`config.mk`:
```
export PLATFORM = sky130hd
export DESIGN_NAME = wpc_dev_flat
export DESIGN_NICKNAME = d
export VERILOG_FILES = /design/src/rtl/wpc_pkg.sv /design/src/rtl/wpc_link_if.sv /design/src/rtl/wpc_prog_timer.sv /design/src/rtl/wpc_dev.sv /design/src/flat_wrapper.sv
export SDC_FILE = /design/constraint.sdc
export NUM_CORES = 1
export LEC_CHECK = 0
export ABC_AREA = 1
export BUFFER_PORTS_ARGS = -buffer_cell sky130_fd_sc_hd__buf_2
export CORE_AREA = 8 8 87 89
export DETAILED_ROUTE_END_ITERATION = 8
export DIE_AREA = 0 0 95 97
export HOLD_SLACK_MARGIN = 0.15
export PLACE_DENSITY_LB_ADDON = 0.15
export RECOVER_POWER = 100
export SYNTH_ARGS = -nofsm -noshare
export SYNTH_HDL_FRONTEND = slang
export SYNTH_SLANG_ARGS = --single-unit
export TNS_END_PERCENT = 5
```
`constraint.sdc`:
```
create_clock -name i_core_clk -period 3.52 [get_ports i_core_clk]
set_clock_uncertainty 0.2 [all_clocks]
set_input_delay 0 -clock i_core_clk [delete_from_list [all_inputs] [get_ports i_core_clk]]
set_output_delay 0 -clock i_core_clk [all_outputs]
set_load 0.01 [all_outputs]
```
`src/rtl/wpc_pkg.sv`:
```
// Constants, state encodings and field positions shared by the
// write-protect controller ends.
// Assumes a single 50 MHz core clock on both ends.
package wpc_pkg;
   localparam logic [15:0] WPC_REG_ADDR = 16'hFFFF;
   localparam int WPC_ARM_BIT = 7;
   localparam int WPC_HI_BIT = 4;
   localparam int WPC_LO_BIT = 3;
   localparam int WPC_CWU_BIT = 2;
   localparam int WPC_AWU_BIT = 1;
   localparam logic [7:0] WPC_RSV_MASK = 8'h61;
   localparam logic [7:0] WPC_SET_AWU = 8'h02;
   localparam logic [7:0] WPC_CLR_AWU = 8'h00;
   localparam logic [7:0] WPC_SET_CWU = 8'h06;
   localparam logic [7:0] WPC_STEP3_MASK = 8'h67;
   localparam logic [7:0] WPC_STEP3_VAL = 8'h02;
   localparam logic [11:0] WPC_QTR_BASE = 12'hC00;
   localparam logic [11:0] WPC_HALF_BASE = 12'h800;
   // Nonvolatile bits start blank after reset.
   localparam logic WPC_ARM_RST = 1'b0;
   localparam logic WPC_HI_RST = 1'b0;
   localparam logic WPC_LO_RST = 1'b0;
   localparam int WPC_CLK_HZ = 50_000_000;
   localparam int WPC_NV_PROGRAM_TIME_MS = 10;
   localparam int WPC_NV_PROGRAM_CYC =
      (WPC_CLK_HZ / 1000) * WPC_NV_PROGRAM_TIME_MS;
   localparam logic [7:0] WPC_HOFS_ADDR = 8'h00;
   localparam logic [7:0] WPC_HOFS_DATA = 8'h04;
   localparam logic [7:0] WPC_HOFS_CTRL = 8'h08;
   localparam logic [7:0] WPC_HOFS_STAT = 8'h0C;
   localparam int WPC_CTRL_GO = 0;
   localparam int WPC_CTRL_WE = 1;
   localparam int WPC_CTRL_STOP = 2;

   typedef enum logic [2:0]
   {
      WPC_DS_IDLE = 3'b001,
      WPC_DS_RDWAIT = 3'b010,
      WPC_DS_PROG = 3'b100
   } wpc_dstate_t;

   typedef enum logic [1:0]
   {
      WPC_HS_IDLE = 2'b01,
      WPC_HS_WAIT = 2'b10
   } wpc_hstate_t;
endpackage

```
`src/rtl/wpc_link_if.sv`:
```
// Transaction-level carrier of the two-wire bus between master and device.
// Each request is one framed operation with a single data byte.
interface wpc_link_if;
   logic req;
   logic we;
   logic stop;
   logic [15:0] addr;
   logic [7:0] wdata;
   logic done;
   logic addr_ack;
   logic data_ack;
   logic [7:0] rdata;

   modport dev
   (
      input req, we, stop, addr, wdata,
      output done, addr_ack, data_ack, rdata
   );

   modport host
   (
      output req, we, stop, addr, wdata,
      input done, addr_ack, data_ack, rdata
   );
endinterface

```
`src/rtl/wpc_prog_timer.sv`:
```
// Self-timed nonvolatile program cycle counter.
// Assumes i_start only arrives while the timer is idle.
module wpc_prog_timer #(
   parameter int unsigned CYCLES = 16
)
(
   // Clock and reset
   input wire logic i_core_clk,
   input wire logic i_rst,
   // Control
   input wire logic i_start,
   output logic o_done
);
   import wpc_pkg::*;
   localparam int W = $clog2(CYCLES + 1);

   typedef struct packed
   {
      logic busy;
      logic done;
      logic [W-1:0] cnt;
   } wpc_tmr_t;

   wpc_tmr_t s;
   wpc_tmr_t next_s;

   always_comb
   begin
      next_s = s;
      next_s.done = 1'b0;
      if (i_start)
      begin
         next_s.busy = 1'b1;
         next_s.cnt = W'(CYCLES);
      end
      else if (s.busy)
      begin
         next_s.cnt = s.cnt - W'(1);
         if (s.cnt == W'(1))
         begin
            next_s.busy = 1'b0;
            next_s.done = 1'b1;
         end
      end
   end

   always_ff @(posedge i_core_clk)
   begin
      if (i_rst)
         s <= '0;
      else
         s <= next_s;
   end

   assign o_done = s.done;
endmodule // wpc_prog_timer

```
`src/rtl/wpc_dev.sv`:
```
// Device end: protection register, volatile unlock latches and the
// write gating for a 4K x 8 serial memory array.
// Assumes the master frames one operation per request and keeps its
// own duties; the array storage itself lives outside this module.
// Behaviour
// - armed-and-pinned arm bit cannot be cleared
// - master writes zeros in bits 0,5,6
// - register read returns zero in 0,5,6
// - both unlock latches clear at power-up
// - array unlock clear: other writes nacked
// - 00000010 to top address sets array unlock
// - array unlock stays until 00000000 or reset
// - latch-only writes start no program cycle
// - config unlock clear blocks lock/arm changes
// - config unlock clears after any program
// - config unlock set forbids clearing array unlock
// - 00000010 with config unlock programs, clears
// - step two 00000110 sets config unlock
// - step three u00xy010 programs arm, locks
// - master may start at step two
// - step three with config bit stays step two
// - pin and arm high abort register program
// - master waits or polls after step three
// - step three ended by start aborts
// - lock bits choose none, quarter, half, all
// - only lock/arm bits need pin and arm
// - locked array write acked, discarded silently
// - bad reserved bits: register write not done
module wpc_dev #(
   parameter int unsigned NV_PROGRAM_CYC = wpc_pkg::WPC_NV_PROGRAM_CYC
)
(
   // Clock and reset
   input wire logic i_core_clk,
   input wire logic i_rst,
   // Bus side
   wpc_link_if.dev link,
   // Protect pin
   input wire logic i_protect_pin,
   // Array side
   input wire logic [7:0] i_arr_rdata,
   output logic o_arr_we,
   output logic [11:0] o_arr_addr,
   output logic [7:0] o_arr_wdata,
   // Status
   output logic o_busy,
   output logic o_hw_protected,
   output logic [7:0] o_write_protect_control
);
   import wpc_pkg::*;

   typedef struct packed
   {
      wpc_dstate_t st;
      logic awu;
      logic cwu;
      logic arm;
      logic hi;
      logic lo;
      logic pend_arm;
      logic pend_hi;
      logic pend_lo;
      logic prog_reg;
      logic tmr_start;
      logic done;
      logic addr_ack;
      logic data_ack;
      logic [7:0] rdata;
      logic arr_we;
      logic [11:0] arr_addr;
      logic [7:0] arr_wdata;
      logic hwp;
      logic [7:0] reg_view;
      logic busy;
   } wpc_dev_t;

   localparam wpc_dev_t DEV_RST = '{
      st: WPC_DS_IDLE,
      arm: WPC_ARM_RST,
      hi: WPC_HI_RST,
      lo: WPC_LO_RST,
      default: '0
   };

   wpc_dev_t s;
   wpc_dev_t next_s;
   logic tmr_done;
   logic is_reg;
   logic hwp;
   logic locked;
   logic [7:0] wd;
   logic [7:0] view;

   wpc_prog_timer #(
      .CYCLES(NV_PROGRAM_CYC)
   ) u_timer (
      .i_core_clk(i_core_clk),
      .i_rst(i_rst),
      .i_start(s.tmr_start),
      .o_done(tmr_done)
   );

   always_comb
   begin
      unique case ({s.hi, s.lo})
         2'b00: locked = 1'b0;
         2'b01: locked = link.addr[11:0] >= WPC_QTR_BASE;
         2'b10: locked = link.addr[11:0] >= WPC_HALF_BASE;
         2'b11: locked = 1'b1;
      endcase
   end

   assign is_reg = link.addr == WPC_REG_ADDR;
   assign hwp = i_protect_pin & s.arm;
   assign wd = link.wdata;
   // Unused positions are wired to zero.
   assign view = {s.arm, 2'b00, s.hi, s.lo, s.cwu, s.awu, 1'b0};

   always_comb
   begin
      next_s = s;
      next_s.done = 1'b0;
      next_s.arr_we = 1'b0;
      next_s.tmr_start = 1'b0;
      next_s.hwp = hwp;
      next_s.reg_view = view;
      unique case (s.st)
         WPC_DS_IDLE:
         begin
            if (link.req && !link.we)
            begin
               next_s.addr_ack = 1'b1;
               next_s.data_ack = 1'b1;
               if (is_reg)
               begin
                  next_s.rdata = view;
                  next_s.done = 1'b1;
               end
               else
               begin
                  next_s.arr_addr = link.addr[11:0];
                  next_s.st = WPC_DS_RDWAIT;
               end
            end
            else if (link.req && is_reg)
            begin
               next_s.addr_ack = 1'b1;
               next_s.data_ack = 1'b1;
               next_s.done = 1'b1;
               // A frame closed by a start changes nothing.
               if ((wd & WPC_RSV_MASK) != 8'h00 || !link.stop)
               begin
                  next_s.done = 1'b1;
               end
               else if (s.cwu)
               begin
                  // Only this path may touch lock and arm.
                  if ((wd & WPC_STEP3_MASK) == WPC_STEP3_VAL)
                  begin
                     if (!hwp)
                     begin
                        next_s.pend_arm = wd[WPC_ARM_BIT];
                        next_s.pend_hi = wd[WPC_HI_BIT];
                        next_s.pend_lo = wd[WPC_LO_BIT];
                        next_s.prog_reg = 1'b1;
                        next_s.tmr_start = 1'b1;
                        next_s.st = WPC_DS_PROG;
                     end
                  end
                  // Config bit set or a plain clear: stay at step two.
               end
               else if (wd == WPC_SET_AWU)
                  next_s.awu = 1'b1;
               else if (wd == WPC_CLR_AWU)
                  next_s.awu = 1'b0;
               else if (wd == WPC_SET_CWU && s.awu)
                  next_s.cwu = 1'b1;
            end
            else if (link.req)
            begin
               next_s.addr_ack = 1'b1;
               next_s.data_ack = s.awu;
               next_s.done = 1'b1;
               // Locked bytes are acked and dropped.
               if (s.awu && !locked && link.stop)
               begin
                  next_s.arr_we = 1'b1;
                  next_s.arr_addr = link.addr[11:0];
                  next_s.arr_wdata = wd;
                  next_s.prog_reg = 1'b0;
                  next_s.tmr_start = 1'b1;
                  next_s.st = WPC_DS_PROG;
               end
            end
         end
         WPC_DS_RDWAIT:
         begin
            // One cycle lets the array answer the latched address.
            next_s.rdata = i_arr_rdata;
            next_s.done = 1'b1;
            next_s.st = WPC_DS_IDLE;
         end
         WPC_DS_PROG:
         begin
            // The device does not answer its address while programming.
            if (link.req)
            begin
               next_s.done = 1'b1;
               next_s.addr_ack = 1'b0;
               next_s.data_ack = 1'b0;
            end
            if (tmr_done)
            begin
               if (s.prog_reg)
               begin
                  next_s.arm = s.pend_arm;
                  next_s.hi = s.pend_hi;
                  next_s.lo = s.pend_lo;
               end
               next_s.cwu = 1'b0;
               next_s.st = WPC_DS_IDLE;
            end
         end
      endcase
      // Busy is registered so the status pin carries no decode glitches.
      next_s.busy = next_s.st == WPC_DS_PROG ? 1'b1 : 1'b0;
   end

   always_ff @(posedge i_core_clk)
   begin
      if (i_rst)
         s <= DEV_RST;
      else
         s <= next_s;
   end

   assign link.done = s.done;
   assign link.addr_ack = s.addr_ack;
   assign link.data_ack = s.data_ack;
   assign link.rdata = s.rdata;
   assign o_arr_we = s.arr_we;
   assign o_arr_addr = s.arr_addr;
   assign o_arr_wdata = s.arr_wdata;
   assign o_busy = s.busy;
   assign o_hw_protected = s.hwp;
   assign o_write_protect_control = s.reg_view;
endmodule // wpc_dev

```
`src/flat_wrapper.sv`:
```
// flat-port wrapper written by rule: the top's interface ports become plain ports
module wpc_dev_flat import wpc_pkg::*;
#(
   parameter int unsigned NV_PROGRAM_CYC = wpc_pkg::WPC_NV_PROGRAM_CYC
)
  (i_core_clk, i_rst, i_protect_pin, i_arr_rdata, o_arr_we, o_arr_addr, o_arr_wdata, o_busy, o_hw_protected, o_write_protect_control, link_req, link_we, link_stop, link_addr, link_wdata, link_done, link_addr_ack, link_data_ack, link_rdata);
  wpc_link_if link_i ();
  input wire logic i_core_clk;
  input wire logic i_rst;
  input wire logic i_protect_pin;
  input wire logic [7:0] i_arr_rdata;
  output logic o_arr_we;
  output logic [11:0] o_arr_addr;
  output logic [7:0] o_arr_wdata;
  output logic o_busy;
  output logic o_hw_protected;
  output logic [7:0] o_write_protect_control;
  input wire logic [$bits(link_i.req)-1:0] link_req;
  input wire logic [$bits(link_i.we)-1:0] link_we;
  input wire logic [$bits(link_i.stop)-1:0] link_stop;
  input wire logic [$bits(link_i.addr)-1:0] link_addr;
  input wire logic [$bits(link_i.wdata)-1:0] link_wdata;
  output wire logic [$bits(link_i.done)-1:0] link_done;
  output wire logic [$bits(link_i.addr_ack)-1:0] link_addr_ack;
  output wire logic [$bits(link_i.data_ack)-1:0] link_data_ack;
  output wire logic [$bits(link_i.rdata)-1:0] link_rdata;
  assign link_i.req = link_req;
  assign link_i.we = link_we;
  assign link_i.stop = link_stop;
  assign link_i.addr = link_addr;
  assign link_i.wdata = link_wdata;
  assign link_done = link_i.done;
  assign link_addr_ack = link_i.addr_ack;
  assign link_data_ack = link_i.data_ack;
  assign link_rdata = link_i.rdata;
  wpc_dev #(.NV_PROGRAM_CYC(NV_PROGRAM_CYC)) u_core (.i_core_clk(i_core_clk), .i_rst(i_rst), .link(link_i), .i_protect_pin(i_protect_pin), .i_arr_rdata(i_arr_rdata), .o_arr_we(o_arr_we), .o_arr_addr(o_arr_addr), .o_arr_wdata(o_arr_wdata), .o_busy(o_busy), .o_hw_protected(o_hw_protected), .o_write_protect_control(o_write_protect_control));
endmodule
```
After elaboration in Yosys (flattened, before gate mapping)
Index checks and enable logic that the tools add are counted.

word-level totals
  register bits after elaboration = 76
  logic and storage cells = 145

operators by class
  add/subtract/negate cells = 1
  order comparisons = 2
  eq/ne operators = 26
  muxes and demuxes = 48
  bitwise logic cells = 9
  reduce and logical (&&, ||, !) cells = 33

operator list
  cell                                                                     number
  21-bit 2-to-1 mux                                                        4
  3-bit 2-to-1 mux                                                         12
  5-bit 2-to-1 mux                                                         7
  12-bit greater-or-equal comparator, second input constant                2
  12-bit 2-to-1 mux                                                        2
  19-bit by 1-bit equality test with 1-bit output, second input constant   1
  19-bit 2-to-1 mux                                                        1
  19-bit by 1-bit subtractor with 19-bit output, second input constant     1
  16-bit equality test, second input constant                              1
  8-bit 2-to-1 mux                                                         2
  2-bit inequality test, second input constant                             8
  8-bit one-hot mux with 2 select lines                                    1
  2-bit nonzero test                                                       8
  5-bit AND reduction                                                      3
  2-bit 2-to-1 mux                                                         5
  2-bit by 1-bit inequality test with 1-bit output, second input constant  5
  3-bit one-hot mux with 3 select lines                                    1
  3-bit AND reduction                                                      3
  8-bit by 2-bit equality test with 1-bit output, second input constant    1
  8-bit by 3-bit equality test with 1-bit output, second input constant    1
  8-bit logical NOT                                                        1
  1-bit 2-to-1 mux                                                         8
  1-bit NOT                                                                8
  8-bit AND reduction                                                      1
  23 further kinds                                                         32

Logic depth before layout (Yosys ltp)
  word-level depth = 12
  gate-level depth with buffers = 12
  mapped depth without buffers = 12

By module
From an unflattened synthesis, not the netlist that was laid out.

second synthesis, totals
  cells, all modules = 497
  area total of the unflattened synthesis = 3656.0 um2

modules (own cells, without submodules)
  module          times used  cells an instance  area each (um2)
  wpc_dev         1           327                2463.6
  wpc_prog_timer  1           170                1192.4

Least setup slack after synthesis
Ideal clock, no wire load.

  path type = flip-flop to flip-flop
  start = register u_core.u_timer.s[0] (netlist name)
  end = register u_core.u_timer.s[16] (netlist name)
  library setup time = 0.115 ns
  arrival = 1.325 ns
  required time = 3.205 ns
  setup slack = 1.880 ns
  cell stages (with the launch flop) = 12
  path buffers = 0
  cells stage by stage = dfxtp_1 -> inv_1 -> ha_1 -> nand2_1 -> inv_1 -> nand2_1 -> inv_1 -> nand3_1 -> nor2_1 -> o21ai_0 -> o21ai_0 -> inv_1

on the way
  longest elaborated chain between the ends = 3

RTL lines
  element                                        RTL line              RTL
  start: declaration                             wpc_prog_timer.sv:24  wpc_tmr_t s;
  start signal: assignment                       wpc_prog_timer.sv:52  s <= next_s;
  19-bit by 1-bit subtractor with 19-bit output  wpc_prog_timer.sv:38  next_s.cnt = s.cnt - W'(1);
  21-bit 2-to-1 mux                              wpc_prog_timer.sv:36  else if (s.busy)
  19-bit 2-to-1 mux                              wpc_prog_timer.sv:31  if (i_start)

Every way passes these cells. The select of a mux whose other input is x is not followed.
A chain may end at the register's enable or synchronous reset.

Worst setup path after layout
  start = input port link_addr[11]
  end = register u_core.s, in the netlist u_core.o_arr_addr[1]

on the way
  longest elaborated chain between the ends = 7
  elaborated cells between the ends (all ways) = 12
  those cells by class = 2 x order compare; 3 x eq/ne; 1 x mux; 6 x reduce/logical

RTL lines
  element                                                       RTL line                        RTL
  start: declaration                                            flat_wrapper.sv:21              input wire logic [$bits(link_i.addr)-1:0] link_addr;
  12-bit greater-or-equal comparator, on equally long branches  wpc_dev.sv:108, wpc_dev.sv:107
  1-bit one-hot mux with 4 select lines                         wpc_dev.sv:105                  unique case ({s.hi, s.lo})
  1-bit logical NOT                                             wpc_dev.sv:185                  if (s.awu && !locked && link.stop)
  1-bit logical AND (2 in series)                               wpc_dev.sv:185
  2-bit nonzero test (no line)                                  --
  5-bit AND reduction (no line) (*)                             --
  end signal: assignment                                        wpc_dev.sv:234                  s <= next_s;
  end: declaration                                              wpc_dev.sv:85                   wpc_dev_t s;

Mark *: on every way between the ends. The rest lies on a longest branch, timed or not.

==> flow_metrics.env <==
export IMPL_setup_viol=0
export IMPL_area_delta_synth_final_pct=28.69
export IMPL_h_tree_depth=3
export IMPL_slowest_delay_ns=0.58
export IMPL_power_leakage_nw=1.937
export IMPL_num_vias=3441
export IMPL_netlist_area_mm2=0.003450
export IMPL_clock_fmax_mhz=296.3
export IMPL_finalCritPeriodShare_pct=95.86
export IMPL_antenna_found_initial=1
export IMPL_path_max_fanout=6
export IMPL_detail_route_antenna_nets=0
export IMPL_clk_pin_slew_ns=0.07
export IMPL_synthDistinctLibCells=36
export IMPL_multiInputGateArea_mm2=0.001440
export IMPL_port_buffers=76
export IMPL_timing_critical_path_from_type="input port"
export IMPL_netlist_instances=477
export IMPL_wl_met1_um=3963
export IMPL_seq_area_mm2=0.001461
export IMPL_drc_errors=0
export IMPL_initialDrtViolationCount=175
export IMPL_dieArea_mm2=0.009215
export IMPL_fill_cells=518
export IMPL_status="finished, final reports clean"
export IMPL_cts_tree="built"
export IMPL_worstHoldPathType="flop to flop"
export IMPL_dr_pass1_iters=4
export IMPL_end_kind="flop"
export IMPL_cts_sinks=73
export IMPL_post_route_util_pct=71.55
export IMPL_worst_pin_slew_ns=0.9628
export IMPL_grt_max_degree=34
export IMPL_drive_above_1_share_pct=13.11
export IMPL_path_delay_family="buffers and inverters"
export IMPL_ys_ff_latch=73
export IMPL_critical_path_cell_chain="dlygate4sd3_1, buf_2, o21ai_0, nand3_1, dlygate4sd3_1, nor2_2, nor2_1, nor2_4, nand3_1, dlygate4sd3_1, a21oi_1, dlygate4sd3_1"
export IMPL_grt_overflow_total=0
export IMPL_dp_hpwl_um=5837
export IMPL_power_mw=1.608
export IMPL_num_rows=29
export IMPL_max_cap_violations=0
export IMPL_maxUsedRoutingLayer="met4"
export IMPL_start_util_pct=55.60
export IMPL_fp_dieH_um=97
export IMPL_yosys_warnings=0
export IMPL_crit_type="input port to flop"
export IMPL_max_clock_path_buffers=2
export IMPL_vias_per_cell=5.113
export IMPL_cp_num_buf_inv=5
export IMPL_rsz0062_at_grt="yes"
export IMPL_nets=630
export IMPL_core_mm2=0.006205
export IMPL_final_max_slew_violation_count=0
export IMPL_avgRoutedWirePerCell_um=14.07
export IMPL_grt_usage_pct=20.97
export IMPL_relSlewSlack_pct=35.74
export IMPL_num_io_pins=80
export IMPL_grt_pass1_vias=3423
export IMPL_peakVddDrop_mv=0.2382
export IMPL_finalWeightedCongestion=0.8293
export IMPL_numCtsBuffers=9
export IMPL_clk_latency_ns=0.34
export IMPL_die_width_um=95
export IMPL_ys_seq_area_share_pct=42.36
export IMPL_powerDensity_mw_per_mm2=362.3
export IMPL_syn_area_per_cell_um2=7.232
export IMPL_wirelength_um=9467
export IMPL_dr_wl_met2_um=4582
export IMPL_period_needed_ns=3.374
export IMPL_crit_arrival_ns=3.46
export IMPL_crit_slowest_cell="dlygate4sd3_1"
export IMPL_grt_pass1_wl_um=15710
export IMPL_route_met3_wl_um=692
export IMPL_crit_top_cell="dlygate4sd3_1"
export IMPL_timing_hold_violations_final=0
export IMPL_cts_root_buf="clkbuf_8"
export IMPL_whs_ns=0.2468
export IMPL_required_ns=3.61
layer usage:
layer	up-vias	track usage, %
li1	1718	-
met1	1560	25.36
met2	142	34.26
met3	21	5.023
met4	0	8.774
met5	-	0
where the power goes:
part	switching [mW]	leakage (nW)	internal (mW)	total, mW
Clock	0.299	0.0867	0.295	0.594
Sequential	0.00769	0.590	0.838	0.846
Combinational	0.0917	1.26	0.0767	0.168
Total	0.399	1.94	1.21	1.61
path summary, 6_finish.rpt:
| check | slack [ns] | cells past startpoint | from | end |
|---|---|---|---|---|
| hold reg to reg | 0.25 | 2 | u_core.o_arr_wdata[7] | u_core.o_arr_wdata[7] |
| setup / recovery | 0.15 | 12 | link_addr[11] | u_core.o_arr_addr[1] |
| setup reg to reg | 0.18 | 10 | u_core.next_s[4] | u_core.o_arr_addr[1] |
| hold / removal | 0.25 | 2 | u_core.o_arr_wdata[7] | u_core.o_arr_wdata[7] |
repair_timing:
action | CTS | global route
resized for setup | 0 | 2
hold endpoints to repair | 52 | 0
endpoints found under the setup margin | 0 | 7
buffers inserted | 0 | 2
hold buffers | 68 | 0
cells by family after synthesis:
group                      Yosys count  share of synthesized area [%]
xor gates and xnor gates             3                         0.7618
other                                1                         0.1087
AOI/OAI and AO/OA                  105                          15.81
buffers and inverters              110                          16.50
adders and majority gates            2                         0.7253
DFF                                 73                          42.36
and+or+nand+nor                    183                          23.72
synth_stat cells:
cell type | n | area, µm²
conb_1 | 1 | 3.750
nand3_2 | 1 | 10.01
xor2_1 | 3 | 26.28
o21ai_0 | 28 | 140.1
dfxtp_1 | 73 | 1461
nor3b_1 | 1 | 7.510
clkinv_1 | 1 | 3.750
inv_2 | 8 | 30.03
and3_1 | 1 | 6.260
nand2_4 | 1 | 11.26
nand2_2 | 3 | 18.77
nand3_1 | 20 | 100.1
nor2_4 | 4 | 45.04
nand2_1 | 73 | 274.0
nor4_1 | 2 | 12.51
a21oi_1 | 50 | 250.2
a221oi_1 | 1 | 8.760
nor2_2 | 6 | 37.54
clkbuf_2 | 1 | 5.000
nand4_1 | 3 | 18.77
buf_6 | 1 | 11.26
o21ai_1 | 18 | 90.09
nor2_1 | 60 | 225.2
inv_1 | 54 | 202.7
a31oi_1 | 4 | 25.02
a211oi_1 | 1 | 7.510
buf_2 | 1 | 5.000
a21boi_0 | 1 | 7.510
nor3_1 | 7 | 35.03
nor3_4 | 1 | 16.27
o21ai_2 | 1 | 8.760
clkbuf_1 | 3 | 11.26
o21a_1 | 1 | 7.510
buf_1 | 2 | 7.510
ha_1 | 2 | 25.02
buf_4 | 39 | 292.8
through the flow:
step	area [µm²]	setup TNS [ns]	cells	setup slack (ns)
finish	4439	0	673	0.1456
global route	4439	-0.002774	673	-0.002774
CTS	4457	0	669	0.2074
detailed placement	3601	0	585	1.625
global placement	3601	0	585	1.668
floorplan	3457	0	479	1.880
cells in the final DEF, fill, tap and decap left out, types with 2 or more instances in the layout:
cell           instances
clkbuf_1              42
nor2_2                 6
buf_4                  2
buf_2                 37
dfxtp_1               73
nor3_1                 7
clkbuf_8              11
nand4_1                3
nand2_1               72
o21ai_0               30
a21oi_1               50
xor2_1                 3
nor2_4                 5
a31oi_1                4
nor2_1                60
nand3_1               20
nand2_2                4
inv_2                  7
ha_1                   2
dlygate4sd3_1         68
inv_1                 55
nor4_1                 2
conb_1                 3
o21ai_1               16
flip-flops by register name (all words and copies together) (netlist names), 5 cells and up:
signal and count:
u_core.o_write_protect_control 5, u_core.o_arr_wdata 8, u_core.link.rdata 8, u_core.o_arr_addr 12, u_core.s 8, u_core.u_timer.s 20, u_core.next_s 5
tightest hold or removal path: cells and delay by family (launching register included):
| family | cells | cell delay, ns |
|---|---|---|
| compound gates | 1 | 0.05 |
| buf+inv | 1 | 0.04 |
| flops | 1 | 0.31 |
layout make-up:
class	instances	share of cell area, %
timing repair buffer	146	23.14
sequential	73	32.92
clock buffer	14	3.664
tap	77	2.170
multi-input combinational	297	32.44
antenna	1	0.05637
inverter	63	5.327
clock inverter	2	0.2818
Power figures use the tool's default switching activity.
